[src/amc_pkg.sv]
// Constants, types and states for the asynchronous 16-bit memory port host
// What this block does
// - Data is stored only while select and write strobe overlap low; host forms writes so.
// - Host keeps write strobe high throughout every read cycle.
// - After power-up or supply drop, host waits 2 ms with select and write high.
// - Back-to-back reads keep select and output enable low; only the address and lane strobes change.
package amc_pkg;
    localparam int ADDR_W = 16;
    localparam int DATA_W = 16;
    localparam int LANE_W = 8;
    localparam int LANES = 2;
    localparam int SYNC_STAGES = 2;
    localparam int CNT_W = 4;

    // Timing in ns and derived cycle counts
    localparam int CLK_NS = 100;
    localparam int T_WAIT_NS = 2_000_000;
    localparam int T_RD_ACC_NS = 35;
    localparam int T_WR_PULSE_NS = 15;
    localparam int WAIT_CYC = (T_WAIT_NS + CLK_NS - 1) / CLK_NS;
    localparam int RD_ACC_CYC = (T_RD_ACC_NS + CLK_NS - 1) / CLK_NS;
    localparam int WR_PULSE_CYC = (T_WR_PULSE_NS + CLK_NS - 1) / CLK_NS;
    localparam int RD_WAIT_CYC = RD_ACC_CYC + SYNC_STAGES - 1;

    typedef struct packed {
        logic sel_n;
        logic oe_n;
        logic we_n;
        logic high_lane_strobe_n;
        logic low_lane_strobe_n;
        logic [ADDR_W-1:0] addr;
    } amc_pins_t;

    typedef struct packed {
        logic write;
        logic [LANES-1:0] lanes;
        logic [ADDR_W-1:0] addr;
        logic [DATA_W-1:0] wdata;
    } amc_req_t;

    typedef enum logic [2:0] {
        AMC_WAIT,
        AMC_IDLE,
        AMC_RD,
        AMC_WR_SETUP,
        AMC_WR_PULSE,
        AMC_WR_HOLD
    } amc_state_t;

    // Reset and idle values of the pins
    localparam amc_pins_t PINS_RST = '{sel_n: 1'b1, oe_n: 1'b1, we_n: 1'b1,
        high_lane_strobe_n: 1'b1, low_lane_strobe_n: 1'b1, addr: 16'h0000};
    localparam logic [LANES-1:0] LANE_OE_RST = 2'h3;
    localparam logic [DATA_W-1:0] DATA_RST = 16'h0000;
endpackage

[src/amc_wait_timer.sv]
// Power-up wait timer, restarted by a supply drop
`timescale 1ns/1ps
module amc_wait_timer #(
    parameter int WAIT_CYC = amc_pkg::WAIT_CYC
) (
    // Clock, reset, enable
    input wire logic ref_clk,
    input wire logic resetn,
    input wire logic en,
    // Control
    input wire logic restart,
    output logic done
);
    import amc_pkg::*;

    localparam int TW = $clog2(WAIT_CYC + 1);
    localparam logic [TW-1:0] LAST = TW'(WAIT_CYC - 1);

    logic [TW-1:0] cnt_r;
    logic [TW-1:0] cnt_nxt;
    logic done_r;
    logic done_nxt;

    always_comb begin
        cnt_nxt = cnt_r;
        done_nxt = done_r;
        if (restart) begin
            cnt_nxt = '0;
            done_nxt = 1'b0;
        end else if (!done_r) begin
            if (cnt_r == LAST) begin
                done_nxt = 1'b1;
            end else begin
                cnt_nxt = cnt_r + TW'(1);
            end
        end
    end

    always_ff @(posedge ref_clk or negedge resetn) begin
        if (!resetn) begin
            cnt_r <= '0;
            done_r <= 1'b0;
        end else if (en) begin
            cnt_r <= cnt_nxt;
            done_r <= done_nxt;
        end
    end

    assign done = done_r;
endmodule

[src/amc_mem_host.sv]
// Host controller driving the asynchronous 16-bit memory port pins
`timescale 1ns/1ps
module amc_mem_host #(
    parameter int WAIT_CYC = amc_pkg::WAIT_CYC
) (
    // Clock, reset, enable
    input wire logic ref_clk,
    input wire logic resetn,
    input wire logic en,
    // Request side
    input wire amc_pkg::amc_req_t req,
    input wire logic req_valid,
    output logic req_ready,
    // Response side
    output logic [amc_pkg::DATA_W-1:0] rsp_data,
    output logic rsp_valid,
    // Supply monitor and status
    input wire logic supply_low,
    output logic mem_usable,
    // Memory strobes and address
    output amc_pkg::amc_pins_t mem_pins,
    // Data lanes, three signals each
    input wire logic [amc_pkg::LANE_W-1:0] low_data_lane_rd,
    input wire logic [amc_pkg::LANE_W-1:0] high_data_lane_rd,
    output logic [amc_pkg::LANE_W-1:0] low_data_lane_wr,
    output logic [amc_pkg::LANE_W-1:0] high_data_lane_wr,
    output logic low_data_lane_oe_n,
    output logic high_data_lane_oe_n
);
    import amc_pkg::*;

    localparam int SW = DATA_W + 1;
    localparam logic [CNT_W-1:0] RD_LAST = CNT_W'(RD_WAIT_CYC);
    localparam logic [CNT_W-1:0] RD_PRE = CNT_W'(RD_WAIT_CYC - 1);
    localparam logic [CNT_W-1:0] WR_LAST = CNT_W'(WR_PULSE_CYC - 1);

    // Pin input synchronisers
    logic [SW-1:0] sync1_r;
    logic [SW-1:0] sync1_nxt;
    logic [SW-1:0] sync2_r;
    logic [SW-1:0] sync2_nxt;
    logic low_s;
    logic [DATA_W-1:0] rd_s;

    always_comb begin
        sync1_nxt = {supply_low, high_data_lane_rd, low_data_lane_rd};
        sync2_nxt = sync1_r;
    end

    always_ff @(posedge ref_clk or negedge resetn) begin
        if (!resetn) begin
            sync1_r <= '0;
            sync2_r <= '0;
        end else if (en) begin
            sync1_r <= sync1_nxt;
            sync2_r <= sync2_nxt;
        end
    end

    assign low_s = sync2_r[SW-1];
    assign rd_s = sync2_r[DATA_W-1:0];

    // Power-up wait
    logic wait_done;

    amc_wait_timer #(
        .WAIT_CYC(WAIT_CYC)
    ) u_wait (
        .ref_clk(ref_clk),
        .resetn(resetn),
        .en(en),
        .restart(low_s),
        .done(wait_done)
    );

    // Access sequencer
    amc_state_t state_r;
    amc_state_t state_nxt;
    amc_pins_t pins_r;
    amc_pins_t pins_nxt;
    amc_req_t cur_r;
    amc_req_t cur_nxt;
    logic [CNT_W-1:0] cnt_r;
    logic [CNT_W-1:0] cnt_nxt;
    logic ready_r;
    logic ready_nxt;
    logic rsp_valid_r;
    logic rsp_valid_nxt;
    logic [DATA_W-1:0] rsp_data_r;
    logic [DATA_W-1:0] rsp_data_nxt;
    logic [DATA_W-1:0] wr_r;
    logic [DATA_W-1:0] wr_nxt;
    logic [LANES-1:0] lane_oe_n_r;
    logic [LANES-1:0] lane_oe_n_nxt;
    logic usable_r;
    logic usable_nxt;
    logic take;

    assign take = req_valid && ready_r;

    always_comb begin
        state_nxt = state_r;
        pins_nxt = pins_r;
        cur_nxt = cur_r;
        cnt_nxt = cnt_r;
        ready_nxt = 1'b0;
        rsp_valid_nxt = 1'b0;
        rsp_data_nxt = rsp_data_r;
        wr_nxt = wr_r;
        lane_oe_n_nxt = lane_oe_n_r;
        usable_nxt = usable_r;
        unique case (state_r)
            AMC_WAIT: begin
                pins_nxt = PINS_RST;
                if (wait_done) begin
                    state_nxt = AMC_IDLE;
                    ready_nxt = 1'b1;
                    usable_nxt = 1'b1;
                end
            end
            AMC_IDLE: begin
                ready_nxt = 1'b1;
                if (take) begin
                    ready_nxt = 1'b0;
                    cur_nxt = req;
                    cnt_nxt = '0;
                    pins_nxt.sel_n = 1'b0;
                    pins_nxt.addr = req.addr;
                    pins_nxt.low_lane_strobe_n = ~req.lanes[0];
                    pins_nxt.high_lane_strobe_n = ~req.lanes[1];
                    // write strobe stays high on reads
                    pins_nxt.we_n = 1'b1;
                    pins_nxt.oe_n = req.write;
                    state_nxt = req.write ? AMC_WR_SETUP : AMC_RD;
                end
            end
            AMC_RD: begin
                cnt_nxt = cnt_r + CNT_W'(1);
                if (cnt_r == RD_PRE) begin
                    ready_nxt = 1'b1;
                end
                if (cnt_r == RD_LAST) begin
                    rsp_valid_nxt = 1'b1;
                    rsp_data_nxt = rd_s;
                    cnt_nxt = '0;
                    if (take && !req.write) begin
                        // only the address and lanes move
                        cur_nxt = req;
                        pins_nxt.addr = req.addr;
                        pins_nxt.low_lane_strobe_n = ~req.lanes[0];
                        pins_nxt.high_lane_strobe_n = ~req.lanes[1];
                    end else if (take) begin
                        // output enable off one cycle before driving
                        cur_nxt = req;
                        pins_nxt.oe_n = 1'b1;
                        pins_nxt.addr = req.addr;
                        pins_nxt.low_lane_strobe_n = ~req.lanes[0];
                        pins_nxt.high_lane_strobe_n = ~req.lanes[1];
                        state_nxt = AMC_WR_SETUP;
                    end else begin
                        pins_nxt = PINS_RST;
                        pins_nxt.addr = pins_r.addr;
                        ready_nxt = 1'b1;
                        state_nxt = AMC_IDLE;
                    end
                end
            end
            AMC_WR_SETUP: begin
                // write strobe low inside select, data driven
                pins_nxt.we_n = 1'b0;
                wr_nxt = cur_r.wdata;
                lane_oe_n_nxt = ~cur_r.lanes;
                cnt_nxt = '0;
                state_nxt = AMC_WR_PULSE;
            end
            AMC_WR_PULSE: begin
                cnt_nxt = cnt_r + CNT_W'(1);
                if (cnt_r == WR_LAST) begin
                    pins_nxt.we_n = 1'b1;
                    state_nxt = AMC_WR_HOLD;
                end
            end
            AMC_WR_HOLD: begin
                lane_oe_n_nxt = LANE_OE_RST;
                pins_nxt = PINS_RST;
                pins_nxt.addr = pins_r.addr;
                ready_nxt = 1'b1;
                state_nxt = AMC_IDLE;
            end
        endcase
        if (low_s) begin
            state_nxt = AMC_WAIT;
            pins_nxt = PINS_RST;
            lane_oe_n_nxt = LANE_OE_RST;
            ready_nxt = 1'b0;
            usable_nxt = 1'b0;
        end
    end

    always_ff @(posedge ref_clk or negedge resetn) begin
        if (!resetn) begin
            state_r <= AMC_WAIT;
            pins_r <= PINS_RST;
            cur_r <= '0;
            cnt_r <= '0;
            ready_r <= 1'b0;
            rsp_valid_r <= 1'b0;
            rsp_data_r <= DATA_RST;
            wr_r <= DATA_RST;
            lane_oe_n_r <= LANE_OE_RST;
            usable_r <= 1'b0;
        end else if (en) begin
            state_r <= state_nxt;
            pins_r <= pins_nxt;
            cur_r <= cur_nxt;
            cnt_r <= cnt_nxt;
            ready_r <= ready_nxt;
            rsp_valid_r <= rsp_valid_nxt;
            rsp_data_r <= rsp_data_nxt;
            wr_r <= wr_nxt;
            lane_oe_n_r <= lane_oe_n_nxt;
            usable_r <= usable_nxt;
        end
    end

    assign req_ready = ready_r;
    assign rsp_valid = rsp_valid_r;
    assign rsp_data = rsp_data_r;
    assign mem_usable = usable_r;
    assign mem_pins = pins_r;
    assign low_data_lane_wr = wr_r[LANE_W-1:0];
    assign high_data_lane_wr = wr_r[DATA_W-1:LANE_W];
    assign low_data_lane_oe_n = lane_oe_n_r[0];
    assign high_data_lane_oe_n = lane_oe_n_r[1];
endmodule

[config.mk]
export PLATFORM = sky130hd
export DESIGN_NAME = amc_mem_host
export DESIGN_NICKNAME = d
export VERILOG_FILES = /design/src/amc_pkg.sv /design/src/amc_wait_timer.sv /design/src/amc_mem_host.sv
export SDC_FILE = /design/constraint.sdc
export NUM_CORES = 1
export LEC_CHECK = 0
export BUFFER_PORTS_ARGS = -buffer_cell sky130_fd_sc_hd__buf_2
export CORE_MARGIN = 3
export CORE_UTILIZATION = 36
export DETAILED_ROUTE_END_ITERATION = 10
export HOLD_SLACK_MARGIN = 0.12
export PLACE_DENSITY = 0.65
export SKIP_LAST_GASP = 1
export SLEW_MARGIN = 10
export SYNTH_ARGS = -nofsm -noshare
export SYNTH_HDL_FRONTEND = slang
export SYNTH_SLANG_ARGS = --single-unit
[constraint.sdc]
create_clock -name ref_clk -period 2.1 [get_ports ref_clk]
set_input_delay 0.315 -clock ref_clk [delete_from_list [all_inputs] [get_ports ref_clk]]
set_output_delay 0.315 -clock ref_clk [all_outputs]
set_load 0.01 [all_outputs]
# Yosys cells after proc, flatten, opt, wreduce, memory -nomap -nowiden
# Cells that the tools add are included.
op_classes:
  addsub: 2
  n_eq_ne: 20
  mux: 48
  bitwise: 3
  n_reduce_logical: 27
ops:
  columns: ["cell", "count"]
  rows:
  - ["2-to-1 mux 35 bit", 3]
  - ["one-hot mux 18 bit (4 select lines)", 1]
  - ["one-hot mux 35 bit (2 select lines)", 1]
  - ["2-to-1 mux 21 bit", 3]
  - ["2-to-1 mux 15 bit", 3]
  - ["2-to-1 mux 18 bit", 2]
  - ["AND reduction 6 bit", 4]
  - ["2-to-1 mux 3 bit", 7]
  - ["2-to-1 mux 1 bit", 18]
  - ["one-hot mux 3 bit (6 select lines)", 1]
  - ["one-hot mux 4 bit (4 select lines)", 1]
  - ["adder 15 x 1 -> 15 bit (second input constant)", 1]
  - ["== test 15 bit (second input constant)", 1]
  - ["inequality test 3 bit (second input constant)", 5]
  - ["AND reduction 3 bit", 5]
  - ["nonzero test 4 bit", 3]
  - ["inequality test 2 bit (second input constant)", 5]
  - ["2-to-1 mux 4 bit", 2]
  - ["== test 3 x 2 -> 1 bit (second input constant)", 2]
  - ["== test 3 bit (second input constant)", 2]
  - ["one-hot mux 2 bit (3 select lines)", 1]
  - ["nonzero test 2 bit", 3]
  - ["one-hot mux 1 bit (5 select lines)", 1]
  - ["AND reduction 5 bit", 1]
  - ["20 further kinds", 24]
word_totals:
  regBits: 150
  input_bits: 56
  elab_cells: 122

# Depth between registers and ports, before layout
depth:
  depth_word: 7
  depth_mapped: 8

# By module
# From an unflattened synthesis, not the netlist that was laid out.
unflattened:
  cells_unflattened: 444
  hier_area_um2: 5831.8
modules_own_cells:
  columns: ["mod", "n_inst", "cells_per_inst", "area_each_um2", "seq_area_each_um2"]
  rows:
  - ["amc_mem_host", 1, 332, 4817.1, 2936.6]
  - ["amc_wait_timer", 1, 112, 1014.7, 400.4]

# Worst setup path before layout
# OpenSTA, ideal clock, no wires.
synth_path:
  path_type: "register to register"
  start: "register cnt_r[0]"
  end: "register pins_r, in the netlist mem_pins[0]"
  setup_ps: 79
  arrival_ps: 2029
  setup_slack_ps: -9
  stages_incl_launch_ff: 9
  synth_period_minus_slack_ps: 2109
  path_cell_list: "dfrtp_1 > inv_1 > ha_1 > or3b_2 > a22oi_1 > a41o_1 > buf_2 > buf_6 > mux2i_1"
synth_via:
  elab_chain_cells: 3
synth_lines:
  columns: ["element", "line", "rtl"]
  rows:
  - ["start, declared", "amc_mem_host.sv:83", "logic [CNT_W-1:0] cnt_r;"]
  - ["start signal, assigned", "amc_mem_host.sv:216", "cnt_r <= cnt_nxt;"]
  - ["== test 4 x 2 -> 1 bit", "amc_mem_host.sv:142", "if (cnt_r == RD_LAST) begin"]
  - ["inequality test 3 bit (no line)", null, null]
  - ["AND reduction 6 bit (no line)", null, null]
  - ["end signal, assigned", "amc_mem_host.sv:214", "pins_r <= pins_nxt;"]
  - ["end, declared", "amc_mem_host.sv:79", "amc_pins_t pins_r;"]
# Every way passes these cells.
# A chain may end at the register's enable or synchronous reset.

# Final worst setup path
layout_path:
  start: "register cnt_r[0]"
  end: "register pins_r, in the netlist mem_pins[12]"
# The elaborated chain is that of the path after synthesis.

==> summary.txt <==
Critical path
  – Setup crit end kind: register
  – CP required: 2.44 ns
  – Kind of critical path: reg -> reg
  – Cell count of the worst reg-to-reg path: 7
  – Critical Path Start Type: register
  – Arrival time worst endpoint: 2.35 ns
  – Critical path peak fanout: 8

STA
  – Post-route setup slack: 0.0907 ns
  – Slew @ Worst Pin: 0.481 ns
  – Final setup fails: 0
  – Final period util: a little over nine tenths
  – RSZ-0062 raised after global routing: false
  – Worst Skew: 0.0108 ns
  – Maximum operating frequency: 498 MHz
  – Tmin final: between 2 and 2.5 ns
  – Fin. Hold Viols: 0
  – Rel. slew slack: roughly 68%
  – Final Slew Violations: 0

Route
  – Number of DRC markers in iteration 0: 124
  – Wl on met1: 5910 um
  – Via-per-instance ratio: between 4 and 5
  – Routed wl met3: 797 um
  – Wire per inst: 15.6 um
  – # DRC: 0
  – Wire length on met2: 6280 um
  – Top routing layer in use: met4
  – Drt first pass iters: 4
  – Total routed wirelength: 13100 um
  – DRT antenna net count: 0
  – Vias after detailed routing: between 4k and 5k

Logic synthesis
  – Avg Cell Area, Syn: 12.7 um2
  – Yosys warns: 0
  – Top cell type by total area after synthesis: dfrtp_1
  – Gate Count Post-Synth: 461
  – Number of synthesized flops with an enable pin: 0
  – Synthesized area: 5840 um2
  – Post-synth top flop: dfrtp_1
  – Yosys top cell area share: 54.0%
  – Netlist cell types: 59
  – Synth top area cells: dfrtp_1 (54%), mux2_2 (17%), dfstp_2 (3.1%), mux2i_1 (2.7%), nand2_1 (1.9%)
  – Seq/Total Area, Yosys: 57.1%
  – Ys async rst share: 100%
  – Yosys reg bits: 133
  – Post-Syn Nets: 522

Flow run
  – MaxCap Viol Count: 0

Floorplanning
  – Num rows: 45
  – Chip height: 133 um
  – Core area: about 16000 um2
  – Die area: 17800 um2
  – Initial Utilization: 37.6%
  – DIE WIDTH: about 130 um
  – Num ports: approximately 110

CTS
  – Clk slew on worst S/H paths: 0.06 ns
  – Inserted Clock Buffers: 17
  – Htree depth: 4
  – Clk Latency, worst-skew pair: 0.42 ns
  – Clk sinks: 133
  – CTS max path bufs: 2
  – CTS tree: done
  – Root Buffer: clkbuf_16

Finish
  – Antenna cells: 0
  – Most common cell after layout, fill and taps aside: dfrtp_1
  – Layout cells sized above 1: 44.9%
  – Final Net Count: 679
  – Final core utilization: slightly below 50%
  – Design area: 7690 um2
  – Area Growth Syn to Fin: 31.8%
  – Non-filler cells, final: approximately 840
  – Commonest cells after routing, fill and taps aside: dfrtp_1 (125), buf_2 (112), mux2_2 (88)

Place
  – Placement Cell Area: 6790 um2
  – Dpl hpwl: 8810 um
  – Placed insts: 786
  – Placer Congestion: 0.813
  – Port Buffers: between 100 and 150
  – Dpl ws: -0.0212 ns

Global routing
  – First-pass GRT wire length: 21900 um
  – Total grt overflow: 0
  – Vias in the first global route: 4401
  – Largest net degree at the start of global routing: 52
  – Antenna violations before repair: 0
  – Tot GR Track Use: 15.2%

Hold path
  – Worst Hold Depth: 3
  – Worst Hold Class: in -> reg

Power and ir drop
  – Power per cell area: between 1000 and 1500 nW/um2
  – Worst VDD drop: roughly 0.00056 V
  – Leak pwr: 3.69 nW
  – Power Total: about 0.0083 W

Run status
  – Status: finished, final reports clean
-- registers in the layout (all words and copies together), names as in the netlist, 2 cells and up --
name,cells
cnt_r,4
cur_r,18
lane_oe_n_r,2
mem_pins,21
rsp_data,16
state_r,3
sync1_r,17
sync2_r,17
u_wait.cnt_r,15
wr_r,16
-- final cells by class --
cell class	instances	area, um2
clock buffer	19	453
clock inverter	12	179
fill	1415	7850
inverter	25	93.8
multi-input combinational	280	2310
sequential	133	3340
tap	211	264
timing repair buffer	161	1050
-- metal layers --
metal | global-route usage [%] | vias up
li1 | - | 1977
met1 | 19.5 | 2045
met2 | 24.1 | 115
met3 | 5.36 | 14
met4 | 4.86 | 0
met5 | 0 | -
-- timing repair --
action,CTS,global route
gates cloned,0,1
endpoints found under the hold margin,68,1
endpoints found under the setup margin,5,19
resized for setup,1,5
hold buffers,21,1
pin swaps,0,1
setup buffers,0,1
-- final timing paths --
path,to,start,slack [ns]
hold / removal,mem_pins[11],req[27],0.13
min in group asynchronous,rsp_data[4],resetn,0.42
setup reg to reg,mem_pins[12],cnt_r[0],0.09
max in group asynchronous,mem_pins[16],resetn,0.91
setup / recovery,mem_pins[12],cnt_r[0],0.09
hold reg to reg,lane_oe_n_r[0],cur_r[32],0.44
-- logic make-up after synthesis --
| family | after synthesis | share of synthesized area, % |
|---|---|---|
| AND/OR/NAND/NOR | 97 | 9.36 |
| buffers and inverters | 48 | 3.56 |
| XOR/XNOR | 2 | 0.300 |
| multiplexers | 104 | 19.7 |
| flip-flops | 133 | 57.1 |
| adder cells (fa/ha/maj) | 5 | 1.07 |
| AO/OA/AOI/OAI | 72 | 8.85 |
-- synthesized netlist by cell type, drive strengths merged, types with 2 or more instances --
cell	number
a211oi	2
a21o	2
a21oi	17
a221oi	2
a22o	2
a31oi	2
a41o	2
and2	2
and3	4
and4	2
buf	13
clkbuf	10
dfrtp	126
dfstp	7
ha	5
inv	25
mux2	88
mux2i	16
nand2	29
nand2b	3
nand3	7
nand3b	2
nand4	4
nor2	11
nor2b	5
nor3	2
nor3b	3
nor4	2
o211ai	4
o21ai	17
o31ai	8
o32a	3
or2	2
or3	6
or3b	3
or4	6
or4b	3
xnor2	2
-- per-stage QoR --
step | setup TNS [ns] | hold slack [ns]
2_1_floorplan | 0 | 0.0194
3_3_place_gp | 0 | 0.294
3_5_place_dp | -0.0294 | 0.298
4_1_cts | 0 | 0.120
5_1_grt | 0 | 0.128
6_report | 0 | 0.133
-- power breakdown --
part / switching (W) / internal [W]
Sequential: 0.000313 / 0.00304
Clock: 0.00113 / 0.00204
Combinational: 0.000869 / 0.000943
-- critical path: stages, from the launching register on --
cell,delay [ns]
dfrtp_1,0.41
inv_1,0.09
ha_1,0.18
or3b_4,0.42
a22oi_1,0.20
a41o_2,0.28
clkbuf_16,0.18
mux2i_1,0.18
Power figures use the tool's default switching activity.
